[src/include/touch_adc_regs.svh]
// Register map, field positions, reset values and timing counts of the converter control
// Notes on behaviour
// - Operation code selects idle, single, slave, master
// - Host writes pointer first; next read returns it
// - Channel codes 0-1 pick touch position inputs
// - Codes 3-7 auxiliary/battery; code 10 pressure one
// - Codes 8 and 9 pick temperature measurements
// - Bit 11: zero ratiometric, one single-ended
// - Repeat interval: once, 1024, 2048, 16384 periods
// - Bit 2 picks internal or external reference
// - Bit 3 sets hold pin active level
// - Settle delay: power-up, X/Y channels, precharge
// - Settle delay codes: 1, 256, 2048, 16384
// - Power policy codes gate converter and reference
// - External reference keeps internal reference off
// - Sample time: 4, 8, 16, 32 periods
// - Averaging: 1, 4, 8 or 16 per channel
// - Pointer 0x10-0x1A returns results in channel order
`ifndef TOUCH_ADC_REGS_SVH
`define TOUCH_ADC_REGS_SVH
// Write addresses and readback pointer values
`define SETUP_A_ADDR 4'h1
`define SETUP_B_ADDR 4'h2
`define PTR_SETUP_A 5'h01
`define PTR_SETUP_B 5'h02
`define PTR_RESULT_BASE 5'h10
`define RESULT_COUNT 11
`define SETUP_A_RESET 12'h000
`define SETUP_B_RESET 12'h000
// First register fields
`define OP_LSB 0
`define PTR_LSB 2
`define PTR_MSB 6
`define CHAN_LSB 7
`define CHAN_MSB 10
`define SINGLE_ENDED_BIT 11
// Second register fields
`define INTERVAL_LSB 0
`define REF_EXT_BIT 2
`define HOLD_POL_BIT 3
`define SETTLE_LSB 4
`define POWER_LSB 6
`define SAMPLE_LSB 8
`define AVERAGE_LSB 10
// Clock periods in ns; delays, sample times and intervals in converter clock periods
`define CLK_PERIOD_NS 5
`define CONV_PERIOD_NS 500
`define CONV_TICK_CYCLES ((`CONV_PERIOD_NS + `CLK_PERIOD_NS - 1) / `CLK_PERIOD_NS)
`define INTERVAL_1 15'h0400
`define INTERVAL_2 15'h0800
`define INTERVAL_3 15'h4000
`define SETTLE_0 15'h0001
`define SETTLE_1 15'h0100
`define SETTLE_2 15'h0800
`define SETTLE_3 15'h4000
`define SAMPLE_0 15'h0004
`define SAMPLE_1 15'h0008
`define SAMPLE_2 15'h0010
`define SAMPLE_3 15'h0020
`endif

[src/logic/unused_placeholder_none.sv]
// Intentionally empty design unit
`timescale 1ns/1ps

[src/include/touch_adc_pkg.sv]
// Types shared by the converter control modules
package touch_adc_pkg;
  // Operation codes of the first register
  typedef enum logic [1:0] {OP_IDLE, OP_SINGLE, OP_SLAVE, OP_MASTER} op_mode_type;
  // Power policy codes of the second register
  typedef enum logic [1:0] {PWR_OFF, PWR_CONV, PWR_ON, PWR_ADC_CONV} power_type;
  // Conversion sequence states
  typedef enum logic [2:0] {
    ST_IDLE, ST_SETTLE, ST_ACQUIRE, ST_CONVERT, ST_PRECHARGE, ST_REPEAT
  } state_type;
endpackage

[src/include/conv_timer_if.sv]
// Handshake between the sequencer and its converter period timer
`timescale 1ns/1ps
interface conv_timer_if;
  logic start;
  logic [14:0] length;
  logic hold;
  logic expired;
  modport ctrl (output start, output length, output hold, input expired);
  modport timer (input start, input length, input hold, output expired);
endinterface

[src/logic/conv_timer.sv]
// Converter period prescaler and down counter for delays and intervals
`timescale 1ns/1ps
`include "touch_adc_regs.svh"
module conv_timer #(
  parameter int TICK_CYCLES = `CONV_TICK_CYCLES
) (
  // Clock and reset
  input wire logic clk_i,
  input wire logic rst_i,
  // Sequencer side
  conv_timer_if.timer tmr
);
  logic [15:0] pre_q;
  logic [14:0] left_q;
  logic run_q;
  logic exp_q;
  logic tick;

  // One tick per converter period
  assign tick = (pre_q == 16'(TICK_CYCLES - 1));
  assign tmr.expired = exp_q;

  // Prescaler restarts with each load so the first period is whole
  always_ff @(posedge clk_i or posedge rst_i) begin
    if (rst_i) begin
      pre_q <= 16'h0000;
    end else if (tmr.start || tick) begin
      pre_q <= 16'h0000;
    end else begin
      pre_q <= pre_q + 16'h0001;
    end
  end

  // Period counter, paused while hold is asserted
  always_ff @(posedge clk_i or posedge rst_i) begin
    if (rst_i) begin
      left_q <= 15'h0000;
      run_q <= 1'b0;
      exp_q <= 1'b0;
    end else begin
      exp_q <= 1'b0;
      if (tmr.start) begin
        left_q <= tmr.length;
        run_q <= 1'b1;
      end else if (run_q && tick && !tmr.hold) begin
        if (left_q <= 15'h0001) begin
          run_q <= 1'b0;
          exp_q <= 1'b1;
        end
        left_q <= left_q - 15'h0001;
      end
    end
  end
endmodule

[src/logic/touch_adc_control.sv]
// Control registers and conversion sequencer of the touch screen converter
`timescale 1ns/1ps
`include "touch_adc_regs.svh"
module touch_adc_control
  import touch_adc_pkg::*;
#(
  parameter int TICK_CYCLES = `CONV_TICK_CYCLES
) (
  // Clock and reset
  input wire logic clk_i,
  input wire logic rst_i,
  // Register access from the serial interface
  input wire logic reg_wr_i,
  input wire logic [3:0] reg_wr_addr_i,
  input wire logic [11:0] reg_wr_data_i,
  input wire logic reg_rd_i,
  output logic [11:0] reg_rd_data_o,
  // Successive approximation converter
  output logic sar_start_o,
  input wire logic sar_done_i,
  input wire logic [11:0] sar_result_i,
  output logic sample_o,
  output logic [3:0] channel_select_o,
  output logic single_ended_select_o,
  output logic ref_external_o,
  output logic adc_power_o,
  output logic ref_power_o,
  // Pins
  input wire logic acquisition_hold_pin_i,
  output logic touch_irq_precharge_o,
  output logic busy_o
);
  logic [11:0] setup_a_q;
  logic [11:0] setup_b_q;
  logic [11:0] rd_data_q;
  logic [11:0] result_q [`RESULT_COUNT];
  state_type state_q;
  logic powered_q;
  logic [4:0] avg_left_q;
  logic [15:0] acc_q;
  logic sar_start_q;
  logic adc_power_q;
  logic ref_power_q;
  logic sample_q;
  logic precharge_q;
  logic tmr_start_q;
  logic [14:0] tmr_len_q;
  logic wr_a;
  logic wr_b;
  logic start_req;
  logic stop_req;
  logic hold_active;
  logic last_done;
  logic [15:0] acc_next;
  logic [15:0] avg_shifted;
  logic [3:0] chan;
  op_mode_type op_now;
  op_mode_type op_new;
  power_type pwr;

  conv_timer_if tmr_bus ();

  // Settle delay length for a code
  function automatic logic [14:0] settle_len(input logic [1:0] code);
    unique case (code)
      2'b00: settle_len = `SETTLE_0;
      2'b01: settle_len = `SETTLE_1;
      2'b10: settle_len = `SETTLE_2;
      2'b11: settle_len = `SETTLE_3;
    endcase
  endfunction

  // Timer load on entry to a state
  function automatic logic [14:0] entry_len(input state_type s, input logic [11:0] b);
    logic [14:0] len;
    len = 15'h0001;
    unique case (s)
      ST_SETTLE, ST_PRECHARGE: len = settle_len(b[`SETTLE_LSB+:2]);
      ST_ACQUIRE: begin
        unique case (b[`SAMPLE_LSB+:2])
          2'b00: len = `SAMPLE_0;
          2'b01: len = `SAMPLE_1;
          2'b10: len = `SAMPLE_2;
          2'b11: len = `SAMPLE_3;
        endcase
      end
      ST_REPEAT: begin
        unique case (b[`INTERVAL_LSB+:2])
          2'b00: len = 15'h0001;
          2'b01: len = `INTERVAL_1;
          2'b10: len = `INTERVAL_2;
          2'b11: len = `INTERVAL_3;
        endcase
      end
      ST_IDLE, ST_CONVERT: len = 15'h0001;
    endcase
    return len;
  endfunction

  // Number of conversions averaged per channel
  function automatic logic [4:0] avg_count(input logic [1:0] code);
    unique case (code)
      2'b00: avg_count = 5'h01;
      2'b01: avg_count = 5'h04;
      2'b10: avg_count = 5'h08;
      2'b11: avg_count = 5'h10;
    endcase
  endfunction

  // Settle needed after power-up and before touch position channels
  function automatic logic needs_settle(input logic [3:0] c, input logic powered);
    return !powered || (c == 4'h0) || (c == 4'h1);
  endfunction

  // First state of a conversion round
  function automatic state_type first_state(input logic [3:0] c, input logic powered);
    return needs_settle(c, powered) ? ST_SETTLE : ST_ACQUIRE;
  endfunction

  // Decoded fields of the live registers and of the register write bus
  assign op_now = op_mode_type'(setup_a_q[`OP_LSB+:2]);
  assign op_new = op_mode_type'(reg_wr_data_i[`OP_LSB+:2]);
  assign pwr = power_type'(setup_b_q[`POWER_LSB+:2]);
  assign chan = setup_a_q[`CHAN_MSB:`CHAN_LSB];
  assign wr_a = reg_wr_i && (reg_wr_addr_i == `SETUP_A_ADDR);
  assign wr_b = reg_wr_i && (reg_wr_addr_i == `SETUP_B_ADDR);

  // Start needs converter power; master sequencing is dead under always-on
  assign start_req = wr_a && (op_new != OP_IDLE) && (pwr != PWR_OFF)
                     && !((op_new == OP_MASTER) && (pwr == PWR_ON));
  assign stop_req = wr_a && (op_new == OP_IDLE);

  // Hold pin level compared against its programmed polarity
  assign hold_active = setup_b_q[`HOLD_POL_BIT] ? acquisition_hold_pin_i
                                                 : !acquisition_hold_pin_i;

  // Timer connection; acquisition is stretched while hold is active
  assign tmr_bus.start = tmr_start_q;
  assign tmr_bus.length = tmr_len_q;
  assign tmr_bus.hold = (state_q == ST_ACQUIRE) && hold_active;

  conv_timer #(
    .TICK_CYCLES(TICK_CYCLES)
  ) timer_inst (
    .clk_i(clk_i),
    .rst_i(rst_i),
    .tmr(tmr_bus.timer)
  );

  // Control register writes, every field kept as written
  always_ff @(posedge clk_i or posedge rst_i) begin
    if (rst_i) begin
      setup_a_q <= `SETUP_A_RESET;
      setup_b_q <= `SETUP_B_RESET;
    end else begin
      if (wr_a) begin
        setup_a_q <= reg_wr_data_i;
      end
      if (wr_b) begin
        setup_b_q <= reg_wr_data_i;
      end
    end
  end

  // Last conversion of the averaging run
  assign last_done = (state_q == ST_CONVERT) && sar_done_i && (avg_left_q <= 5'h01);

  // Sequencer; a new start restarts the round, a zero code aborts it
  always_ff @(posedge clk_i or posedge rst_i) begin
    if (rst_i) begin
      state_q <= ST_IDLE;
      tmr_start_q <= 1'b0;
      tmr_len_q <= 15'h0001;
    end else begin
      tmr_start_q <= 1'b0;
      if (stop_req) begin
        state_q <= ST_IDLE;
      end else if (start_req) begin
        state_q <= first_state(reg_wr_data_i[`CHAN_MSB:`CHAN_LSB], powered_q);
        tmr_start_q <= 1'b1;
        tmr_len_q <= entry_len(first_state(reg_wr_data_i[`CHAN_MSB:`CHAN_LSB], powered_q),
                               setup_b_q);
      end else begin
        unique case (state_q)
          ST_IDLE: state_q <= ST_IDLE;
          ST_SETTLE: begin
            if (tmr_bus.expired) begin
              state_q <= ST_ACQUIRE;
              tmr_start_q <= 1'b1;
              tmr_len_q <= entry_len(ST_ACQUIRE, setup_b_q);
            end
          end
          ST_ACQUIRE: begin
            if (tmr_bus.expired) begin
              state_q <= ST_CONVERT;
            end
          end
          ST_CONVERT: begin
            if (sar_done_i) begin
              state_q <= last_done ? ST_PRECHARGE : ST_ACQUIRE;
              tmr_start_q <= 1'b1;
              tmr_len_q <= entry_len(last_done ? ST_PRECHARGE : ST_ACQUIRE, setup_b_q);
            end
          end
          ST_PRECHARGE: begin
            if (tmr_bus.expired) begin
              if ((op_now == OP_MASTER) && (setup_b_q[`INTERVAL_LSB+:2] != 2'b00)
                  && (pwr != PWR_ON) && (pwr != PWR_OFF)) begin
                state_q <= ST_REPEAT;
                tmr_start_q <= 1'b1;
                tmr_len_q <= entry_len(ST_REPEAT, setup_b_q);
              end else begin
                state_q <= ST_IDLE;
              end
            end
          end
          ST_REPEAT: begin
            if (tmr_bus.expired) begin
              state_q <= first_state(chan, powered_q);
              tmr_start_q <= 1'b1;
              tmr_len_q <= entry_len(first_state(chan, powered_q), setup_b_q);
            end
          end
        endcase
      end
    end
  end

  // Converter stays warm only under the always-on policy
  always_ff @(posedge clk_i or posedge rst_i) begin
    if (rst_i) begin
      powered_q <= 1'b0;
    end else if (pwr != PWR_ON) begin
      powered_q <= 1'b0;
    end else if ((state_q == ST_ACQUIRE) && tmr_bus.expired) begin
      powered_q <= 1'b1;
    end
  end

  // Conversion start pulse at the end of acquisition, unless a restart or abort overrides it
  always_ff @(posedge clk_i or posedge rst_i) begin
    if (rst_i) begin
      sar_start_q <= 1'b0;
    end else begin
      sar_start_q <= (state_q == ST_ACQUIRE) && tmr_bus.expired && !start_req && !stop_req;
    end
  end

  // Averaging accumulator and remaining count
  assign acc_next = acc_q + {4'h0, sar_result_i};
  always_ff @(posedge clk_i or posedge rst_i) begin
    if (rst_i) begin
      avg_left_q <= 5'h01;
      acc_q <= 16'h0000;
    end else if (start_req || ((state_q == ST_REPEAT) && tmr_bus.expired)
                 || last_done) begin
      avg_left_q <= avg_count(setup_b_q[`AVERAGE_LSB+:2]);
      acc_q <= 16'h0000;
    end else if ((state_q == ST_CONVERT) && sar_done_i) begin
      avg_left_q <= avg_left_q - 5'h01;
      acc_q <= acc_next;
    end
  end

  // Mean of the run; the counts are powers of two
  always_comb begin
    avg_shifted = acc_next;
    unique case (setup_b_q[`AVERAGE_LSB+:2])
      2'b00: avg_shifted = acc_next;
      2'b01: avg_shifted = acc_next >> 2;
      2'b10: avg_shifted = acc_next >> 3;
      2'b11: avg_shifted = acc_next >> 4;
    endcase
  end

  // One result register per channel code 0 to 10
  generate
    for (genvar i = 0; i < `RESULT_COUNT; i++) begin : g_result
      always_ff @(posedge clk_i or posedge rst_i) begin
        if (rst_i) begin
          result_q[i] <= 12'h000;
        end else if (last_done && (chan == 4'(i))) begin
          result_q[i] <= avg_shifted[11:0];
        end
      end
    end
  endgenerate

  // Readback through the pointer field
  always_ff @(posedge clk_i or posedge rst_i) begin
    if (rst_i) begin
      rd_data_q <= 12'h000;
    end else if (reg_rd_i) begin
      if (setup_a_q[`PTR_MSB:`PTR_LSB] == `PTR_SETUP_A) begin
        rd_data_q <= setup_a_q;
      end else if (setup_a_q[`PTR_MSB:`PTR_LSB] == `PTR_SETUP_B) begin
        rd_data_q <= setup_b_q;
      end else if ((setup_a_q[`PTR_MSB:`PTR_LSB] >= `PTR_RESULT_BASE)
                   && (setup_a_q[`PTR_MSB:`PTR_LSB]
                       < (`PTR_RESULT_BASE + 5'(`RESULT_COUNT)))) begin
        rd_data_q <= result_q[4'(setup_a_q[`PTR_MSB:`PTR_LSB] - `PTR_RESULT_BASE)];
      end else begin
        rd_data_q <= 12'h000;
      end
    end
  end

  // Power, sampling and precharge pin drive
  always_ff @(posedge clk_i or posedge rst_i) begin
    if (rst_i) begin
      adc_power_q <= 1'b0;
      ref_power_q <= 1'b0;
      sample_q <= 1'b0;
      precharge_q <= 1'b0;
    end else begin
      unique case (pwr)
        PWR_OFF: adc_power_q <= 1'b0;
        PWR_ON: adc_power_q <= 1'b1;
        PWR_CONV, PWR_ADC_CONV: adc_power_q <= (state_q == ST_SETTLE)
            || (state_q == ST_ACQUIRE) || (state_q == ST_CONVERT);
      endcase
      unique case (pwr)
        PWR_OFF: ref_power_q <= 1'b0;
        PWR_ON, PWR_ADC_CONV: ref_power_q <= !setup_b_q[`REF_EXT_BIT];
        PWR_CONV: ref_power_q <= !setup_b_q[`REF_EXT_BIT] && ((state_q == ST_SETTLE)
            || (state_q == ST_ACQUIRE) || (state_q == ST_CONVERT));
      endcase
      sample_q <= (state_q == ST_ACQUIRE);
      precharge_q <= (state_q == ST_PRECHARGE);
    end
  end

  // Outputs
  assign reg_rd_data_o = rd_data_q;
  assign sar_start_o = sar_start_q;
  assign sample_o = sample_q;
  assign channel_select_o = setup_a_q[`CHAN_MSB:`CHAN_LSB];
  assign single_ended_select_o = setup_a_q[`SINGLE_ENDED_BIT];
  assign ref_external_o = setup_b_q[`REF_EXT_BIT];
  assign adc_power_o = adc_power_q;
  assign ref_power_o = ref_power_q;
  assign touch_irq_precharge_o = precharge_q;
  assign busy_o = (state_q != ST_IDLE);
endmodule

[config.mk]
export PLATFORM = sky130hd
export DESIGN_NAME = touch_adc_control
export DESIGN_NICKNAME = d
export VERILOG_FILES = /design/src/logic/unused_placeholder_none.sv /design/src/include/touch_adc_pkg.sv /design/src/include/conv_timer_if.sv /design/src/logic/conv_timer.sv /design/src/logic/touch_adc_control.sv
export VERILOG_INCLUDE_DIRS = /design/src /design/src/include
export SDC_FILE = /design/constraint.sdc
export NUM_CORES = 1
export LEC_CHECK = 0
export BUFFER_PORTS_ARGS = -buffer_cell sky130_fd_sc_hd__buf_2
export CAP_MARGIN = 20
export CELL_PAD_IN_SITES_DETAIL_PLACEMENT = 1
export CELL_PAD_IN_SITES_GLOBAL_PLACEMENT = 2
export CORE_ASPECT_RATIO = 1.4
export CORE_UTILIZATION = 41
export CTS_BUF_LIST = sky130_fd_sc_hd__clkbuf_4 sky130_fd_sc_hd__clkbuf_8 sky130_fd_sc_hd__clkbuf_16
export CTS_CLUSTER_SIZE = 24
export DETAILED_ROUTE_END_ITERATION = 16
export PLACE_DENSITY_LB_ADDON = 0.3
export RECOVER_POWER = 25
export SLEW_MARGIN = 20
export SYNTH_ARGS = -nofsm -noshare
export SYNTH_HDL_FRONTEND = slang
export SYNTH_SLANG_ARGS = --single-unit
[constraint.sdc]
create_clock -name clk_i -period 10 [get_ports clk_i]
set_clock_uncertainty 0.15 [all_clocks]
set_input_delay 1 -clock clk_i [delete_from_list [all_inputs] [get_ports clk_i]]
set_output_delay 1 -clock clk_i [all_outputs]
set_load 0.005 [all_outputs]
==> results.sh, run 1 <==
export IMPL_synth_top_family_by_area="compound AO/OA/AOI/OAI gates"
export IMPL_routed_via_density=5.69
export IMPL_synthAdderAreaFrac_pct=2.01
export IMPL_fin_crit_ps=5140
export IMPL_cts_buffer_depth=3
export IMPL_crit_chain="buf_2 > clkinvlp_2 > buf_6 > buf_4"
export IMPL_p_per_area_nw_per_um2=187
export IMPL_worstPathArrival_ps=5620
export IMPL_cpPeakStageDelay_ps=2950
export IMPL_cp_start_kind="primary input"
export IMPL_max_cap_violations=1
export IMPL_nets=1277
export IMPL_period_share_pct=51.4
export IMPL_synth_compound_area_share_pct=14.9
export IMPL_ys_warn_count=0
export IMPL_synth_simple_area_share_pct=13.2
export IMPL_routedWlPerCell_um=21.4
export IMPL_avgSynthCellArea_um2=10.5
export IMPL_cts_tree="done"
export IMPL_detailroute_via_count=9277
export IMPL_required_ps=10470
export IMPL_clkSinkCount=241
export IMPL_synth_xor_area_share_pct=3.18
export IMPL_max_freq_mhz=194
export IMPL_die_area_um2=31600
export IMPL_htreeDepth=1
export IMPL_rsz0062_at_grt="false"
export IMPL_grt_usage_pct=23.2
export IMPL_slew_headroom_pct=-259
export IMPL_die_h_um=210
export IMPL_tightestPinTransition_ps=5360
export IMPL_overflow=0
export IMPL_cts_resized_gates=0
export IMPL_cts_made_buffers=27
export IMPL_synthesis_instances=1207
export IMPL_min_path_type="register to register"
export IMPL_path_clk_slew_ps=60
export IMPL_yosysUniqueCellTypes=92
export IMPL_crit_type="primary input to async pin"
export IMPL_n_antenna_cell=0
export IMPL_ant_nets=0
export IMPL_synth_edf_count=0
export IMPL_cp_end_kind="async pin"
export IMPL_hold_buffers=0
export IMPL_place_congestion=0.819
export IMPL_routed_wl_mm=34.9
export IMPL_synthesis_nets=1260
export IMPL_clk_insertion_delay_late_ps=540
export IMPL_yosys_mux_area_fraction_pct=14.5
export IMPL_violations="max-capacitance violations, max-slew violations"
export IMPL_mostFrequentLayoutCell="dfrtp_1"
export IMPL_synthArstFlopShare_pct=100
export IMPL_clockRootBuffer="clkbuf_16"
export IMPL_finalSetupViolations=0
export IMPL_postLayoutSetupSlackWorst_ps=4860
export IMPL_slew_violations=118
export IMPL_yosysSeqAreaShare_pct=47.6
export IMPL_hold_viol=0
export IMPL_critPathMaxFanout=117
export IMPL_area_growth_pct=10.7
export IMPL_io_buffer_count=57
export IMPL_drt_pass1_iter_count=5
export IMPL_die_w_um=151
export IMPL_antenna_found_initial=0
export IMPL_grt_pass1_wl_mm=56.6
export IMPL_grt_max_degree=118
export IMPL_grt_pass1_vias=9914
export IMPL_netlist_area_um2=12700
export IMPL_synth_seq_cells=241
export IMPL_rows=75
export IMPL_dp_slack_ps=5590
export IMPL_final_cell_mix="dfrtp_1, nand2_1, o21ai_0"
export IMPL_tns_ps=0
export IMPL_cts_setup_buffers=0
export IMPL_start_util_pct=41.9
export IMPL_vdd_drop_max_mv=0.101
export IMPL_ys_flop_type="dfrtp_1"
export IMPL_core_region_area_um2=30200
export IMPL_drc=0
export IMPL_dp_hpwl_mm=23.8
export IMPL_status="finished, violations left"
export IMPL_drt_iter0_markers=469
export IMPL_leakagePower_nw=6.24
export IMPL_ios=58
export IMPL_drive_gt1_share_pct=22.6
export IMPL_slowest_stage="clkinvlp_2"
[cells in the mapped netlist (4+ instances only)]
master,number,area (um^2)
clkbuf_1,29,109
a32oi_1,4,35.0
a21oi_1,44,220
mux2_2,95,1070
ha_1,18,225
o21ai_2,10,87.6
nand2_1,174,653
mux4_2,26,586
o211ai_1,18,135
o22ai_1,10,62.6
dfrtp_1,239,5980
a211oi_1,9,67.6
and3_1,8,50.1
buf_6,8,90.1
mux2i_1,18,180
nor3_1,12,60.1
nand2b_1,9,56.3
inv_1,35,131
nand4_1,7,43.8
buf_1,8,30.0
nor3b_1,4,30.0
o21ai_0,97,485
or3_1,4,25.0
buf_2,27,135
a21o_1,7,52.6
nor2b_1,6,37.5
buf_4,5,37.5
a21boi_0,4,30.0
o31ai_1,5,37.5
nor2_1,81,304
o21ai_1,7,35.0
nand3_1,24,120
xnor2_1,27,236
nor4_1,10,62.6
a222oi_1,6,60.1
a31oi_1,4,25.0
xor2_1,19,166
[kinds of logic after synthesis]
kind of cell,Yosys count
xor+xnor,46
fa+ha+maj,20
mux,139
flops,241
compound gates,279
buf+inv,117
simple gates,365
[worst paths after layout]
path                                  from                   end  slack [ps]  depth (start not counted)
setup / recovery                     rst_i         result_q[106]        4860                          4
hold / removal               result_q[105]         result_q[105]         330                          2
setup reg to reg                  acc_q[0]          result_q[47]        6370                         10
hold reg to reg              result_q[105]         result_q[105]         330                          2
max in group clk_i         sar_result_i[0]          result_q[47]        6170                         11
min in group asynchronous            rst_i  timer_inst.left_q[7]        1950                          2
[report_power, final]
part           leakage (nW)  internal (mW)  total, mW  switching [mW]
combinational          2.51          0.167      0.452           0.286
sequential             3.26           1.04       1.15           0.102
clock                 0.467          0.617       1.03           0.409
[per-stage QoR]
step                      total power [mW]  hold WS [ps]  area (um^2)  instances  utilization (%)
after floorplan                       1.46           294        12700       1207                -
after global placement                1.61           306        13100       1579             43.3
after detailed placement              1.62           314        13100       1579             43.3
after CTS                             2.66           328        14000       1628             46.4
after global routing                  2.75           347        14000       1629             46.4
final                                 2.62           326        14000       1629             46.4
[cell type report]
type,instances,area [um^2]
clock buffer,38,815
timing repair buffer,69,377
tap,385,482
multi-input combinational,849,6060
inverter,36,136
sequential,241,6030
clock inverter,11,111
fill,3365,16200
[critical path, delay by kind of cell]
| kind | cells | cell delay (ps) |
|---|---|---|
| buf+inv | 4 | 4430 |
[layer usage]
metal	GRT usage [%]	wire, um	vias up
met5	0	0	-
met4	7.34	974	0
met3	2.49	1110	49
met2	40.3	17600	148
met1	30.1	15200	4731
li1	-	-	4349
[sequential cells by signal, summed over array words and instances (netlist names), 3 cells and up]
| register | cells |
|---|---|
| setup_b_q | 12 |
| reg_rd_data_o | 12 |
| tmr_bus.length | 9 |
| setup_a_q | 12 |
| avg_left_q | 5 |
| timer_inst.pre_q | 16 |
| result_q | 132 |
| state_q | 3 |
| timer_inst.left_q | 15 |
| acc_q | 16 |
Note: power is estimated with default switching activity, not from simulation.
==> run 2, diff against run 1 <==
--- a/config.mk
+++ b/config.mk
@@ -6,12 +6,13 @@
 export SDC_FILE = /design/constraint.sdc
 export NUM_CORES = 1
 export LEC_CHECK = 0
+export ABC_AREA = 1
 export BUFFER_PORTS_ARGS = -buffer_cell sky130_fd_sc_hd__buf_2
 export CAP_MARGIN = 20
 export CELL_PAD_IN_SITES_DETAIL_PLACEMENT = 1
 export CELL_PAD_IN_SITES_GLOBAL_PLACEMENT = 2
 export CORE_ASPECT_RATIO = 1.4
-export CORE_UTILIZATION = 41
+export CORE_UTILIZATION = 33
 export CTS_BUF_LIST = sky130_fd_sc_hd__clkbuf_4 sky130_fd_sc_hd__clkbuf_8 sky130_fd_sc_hd__clkbuf_16
 export CTS_CLUSTER_SIZE = 24
 export DETAILED_ROUTE_END_ITERATION = 16
==> constraint.sdc (replaced) <==
create_clock -name clk_i -period 4.6 [get_ports clk_i]
set_clock_uncertainty 0.15 [all_clocks]
set_input_delay 0.46 -clock clk_i [delete_from_list [all_inputs] [get_ports clk_i]]
set_output_delay 0.46 -clock clk_i [all_outputs]
set_load 0.005 [all_outputs]
==> results.sh, run 2 <==
export IMPL_largestRegisters="result_q (132), acc_q (16), timer_inst.pre_q (16)"
export IMPL_cp_end_kind="async pin"
export IMPL_ant_nets=0
export IMPL_yosysSeqAreaShare_pct=46.4
export IMPL_antenna_found_initial=0
export IMPL_netlist_area_um2=13000
export IMPL_status="finished, violations left"
export IMPL_clockRootBuffer="clkbuf_16"
export IMPL_synth_seq_cells=241
export IMPL_slowest_stage="clkbuf_4"
export IMPL_grt_usage_pct=22.6
export IMPL_die_area_um2=40200
export IMPL_cts_buffer_depth=3
export IMPL_hold_start="reg_wr_data_i[7]"
export IMPL_max_freq_mhz=332
export IMPL_p_per_area_nw_per_um2=421
export IMPL_tightestPinTransition_ps=1750
export IMPL_ys_top_cells_by_area="dfrtp_1, nand2_1, nand3_1"
export IMPL_rows=85
export IMPL_leakagePower_nw=7.46
export IMPL_overflow=0
export IMPL_io_buffer_count=57
export IMPL_avgSynthCellArea_um2=7.61
export IMPL_hold_buffers=1
export IMPL_largest_reg_flops=132
export IMPL_slew_headroom_pct=-16.6
export IMPL_synthesis_nets=1762
export IMPL_die_w_um=170
export IMPL_r2r_cells=10
export IMPL_crit_type="primary input to async pin"
export IMPL_yosysTopAreaCell="dfrtp_1"
export IMPL_finish_instance_area_um2=14600
export IMPL_required_ps=4820
export IMPL_synthMostInstantiatedCell="nand2_1"
export IMPL_grt_pass1_vias=12300
export IMPL_critPathMaxFanout=115
export IMPL_ios=58
export IMPL_detailroute_via_count=11500
export IMPL_crit_chain="dlygate4sd3_1 > buf_2 > clkinvlp_2 > clkbuf_4"
export IMPL_cts_setup_buffers=0
export IMPL_ys_flop_type="dfrtp_1"
export IMPL_synthArstFlopShare_pct=100
export IMPL_clkSinkCount=241
export IMPL_min_path_type="primary input to register"
export IMPL_period_share_pct=65.5
export IMPL_worstPathArrival_ps=3240
export IMPL_dpl_instance_area_um2=13700
export IMPL_fin_crit_ps=3010
export IMPL_grt_max_degree=116
export IMPL_mostFrequentLayoutCell="nand2_1"
export IMPL_postLayoutSetupSlackWorst_ps=1590
export IMPL_routedWlPerCell_um=19.1
export IMPL_holdPathStages=3
export IMPL_rsz0062_at_grt="false"
export IMPL_largest_register="result_q"
export IMPL_htreeDepth=1
export IMPL_final_cell_mix="nand2_1, dfrtp_1, inv_1"
export IMPL_drive_gt1_share_pct=11.3
export IMPL_synth_top_area_share_pct=46.0
export IMPL_cts_resized_gates=0
export IMPL_drt_pass1_iter_count=4
export IMPL_synth_commonest_cells="nand2_1, dfrtp_1, inv_1, nand3_1, nor2_1"
export IMPL_routed_wl_mm=43.7
export IMPL_worstHoldEndpoint="setup_b_q[7]"
export IMPL_r2r_slack_ps=1700
export IMPL_yosysUniqueCellTypes=53
export IMPL_violations="max-capacitance violations, max-slew violations"
export IMPL_finalSetupViolations=0
export IMPL_synthesis_instances=1709
export IMPL_fin_cells=2285
export IMPL_start_util_pct=33.7
export IMPL_cts_tree="done"
export IMPL_grt_pass1_wl_mm=70.6
export IMPL_r2r_start="acc_q[10]"
export IMPL_ys_warn_count=0
export IMPL_die_h_um=237
export IMPL_cts_made_buffers=27
export IMPL_place_congestion=0.836
export IMPL_max_cap_violations=2
export IMPL_cpPeakStageDelay_ps=1340
export IMPL_drc=0
export IMPL_n_antenna_cell=0
export IMPL_cp_start_kind="primary input"
export IMPL_tns_ps=0
export IMPL_dp_cells=2234
export IMPL_vdd_drop_max_mv=0.285
export IMPL_dp_slack_ps=1470
export IMPL_nets=1796
export IMPL_drt_iter0_markers=503
export IMPL_hold_viol=0
export IMPL_r2r_end="result_q[19]"
export IMPL_path_clk_slew_ps=60
export IMPL_clk_insertion_delay_late_ps=560
export IMPL_routed_via_density=5.03
export IMPL_num_fill_cells=4754
export IMPL_slew_violations=148
export IMPL_dp_hpwl_mm=31.6
export IMPL_core_region_area_um2=38600
export IMPL_area_growth_pct=12.3
export IMPL_synth_edf_count=0
## run 2: cells by family after synthesis
logic type	after synthesis	share of synthesized area, %
AO/OA/AOI/OAI	226	10.8
buffers and inverters	237	7.83
AND/OR/NAND/NOR	969	31.9
adder cells (fa/ha/maj)	19	1.89
XOR/XNOR	17	1.26
flip-flops	241	46.4
## run 2: cell type report
cell class / count / area [um^2] / share of cell area, %
sequential: 241 / 6030 / 41.3
multi-input combinational: 1231 / 5950 / 40.7
clock buffer: 45 / 861 / 5.89
tap: 522 / 653 / 4.47
inverter: 160 / 602 / 4.12
timing repair buffer: 82 / 455 / 3.12
clock inverter: 4 / 52.6 / 0.360
## run 2: how the worst max path moves through the flow
stage,startpoint,endpoint,slack [ps],cells after the start
after floorplan,rst_i,acc_q[0],830,1
after global placement,sar_result_i[10],result_q[67],1510,11
after detailed placement,sar_result_i[10],result_q[67],1470,11
after CTS,acc_q[2],result_q[67],1660,10
after global routing,rst_i,result_q[67],1070,4
final,rst_i,result_q[81],1590,4
## run 2: layer usage
layer	track usage (%)	vias up	share of wire, %
met5	0	-	0
met2	42.0	141	53
li1	-	5581	-
met4	6.44	0	2.5
met1	27.0	5712	42
met3	2.62	58	3.1
## run 2: report_power, final
part / internal (mW) / switching (mW)
combinational: 0.407 / 0.990
clock: 1.33 / 0.924
sequential: 2.29 / 0.216
## run 2: per-stage QoR
stage,power (mW),utilization (%),hold slack (ps)
2_1_floorplan,3.42,-,275
3_3_place_gp,3.93,35.5,286
3_5_place_dp,3.95,35.5,298
4_1_cts,6.24,37.9,10.8
5_1_grt,6.48,37.8,44.3
6_report,6.15,37.8,26.7
## run 2: critical path, delay by kind of cell
kind                   cells  cell delay (ps)
buffers and inverters      4             2630
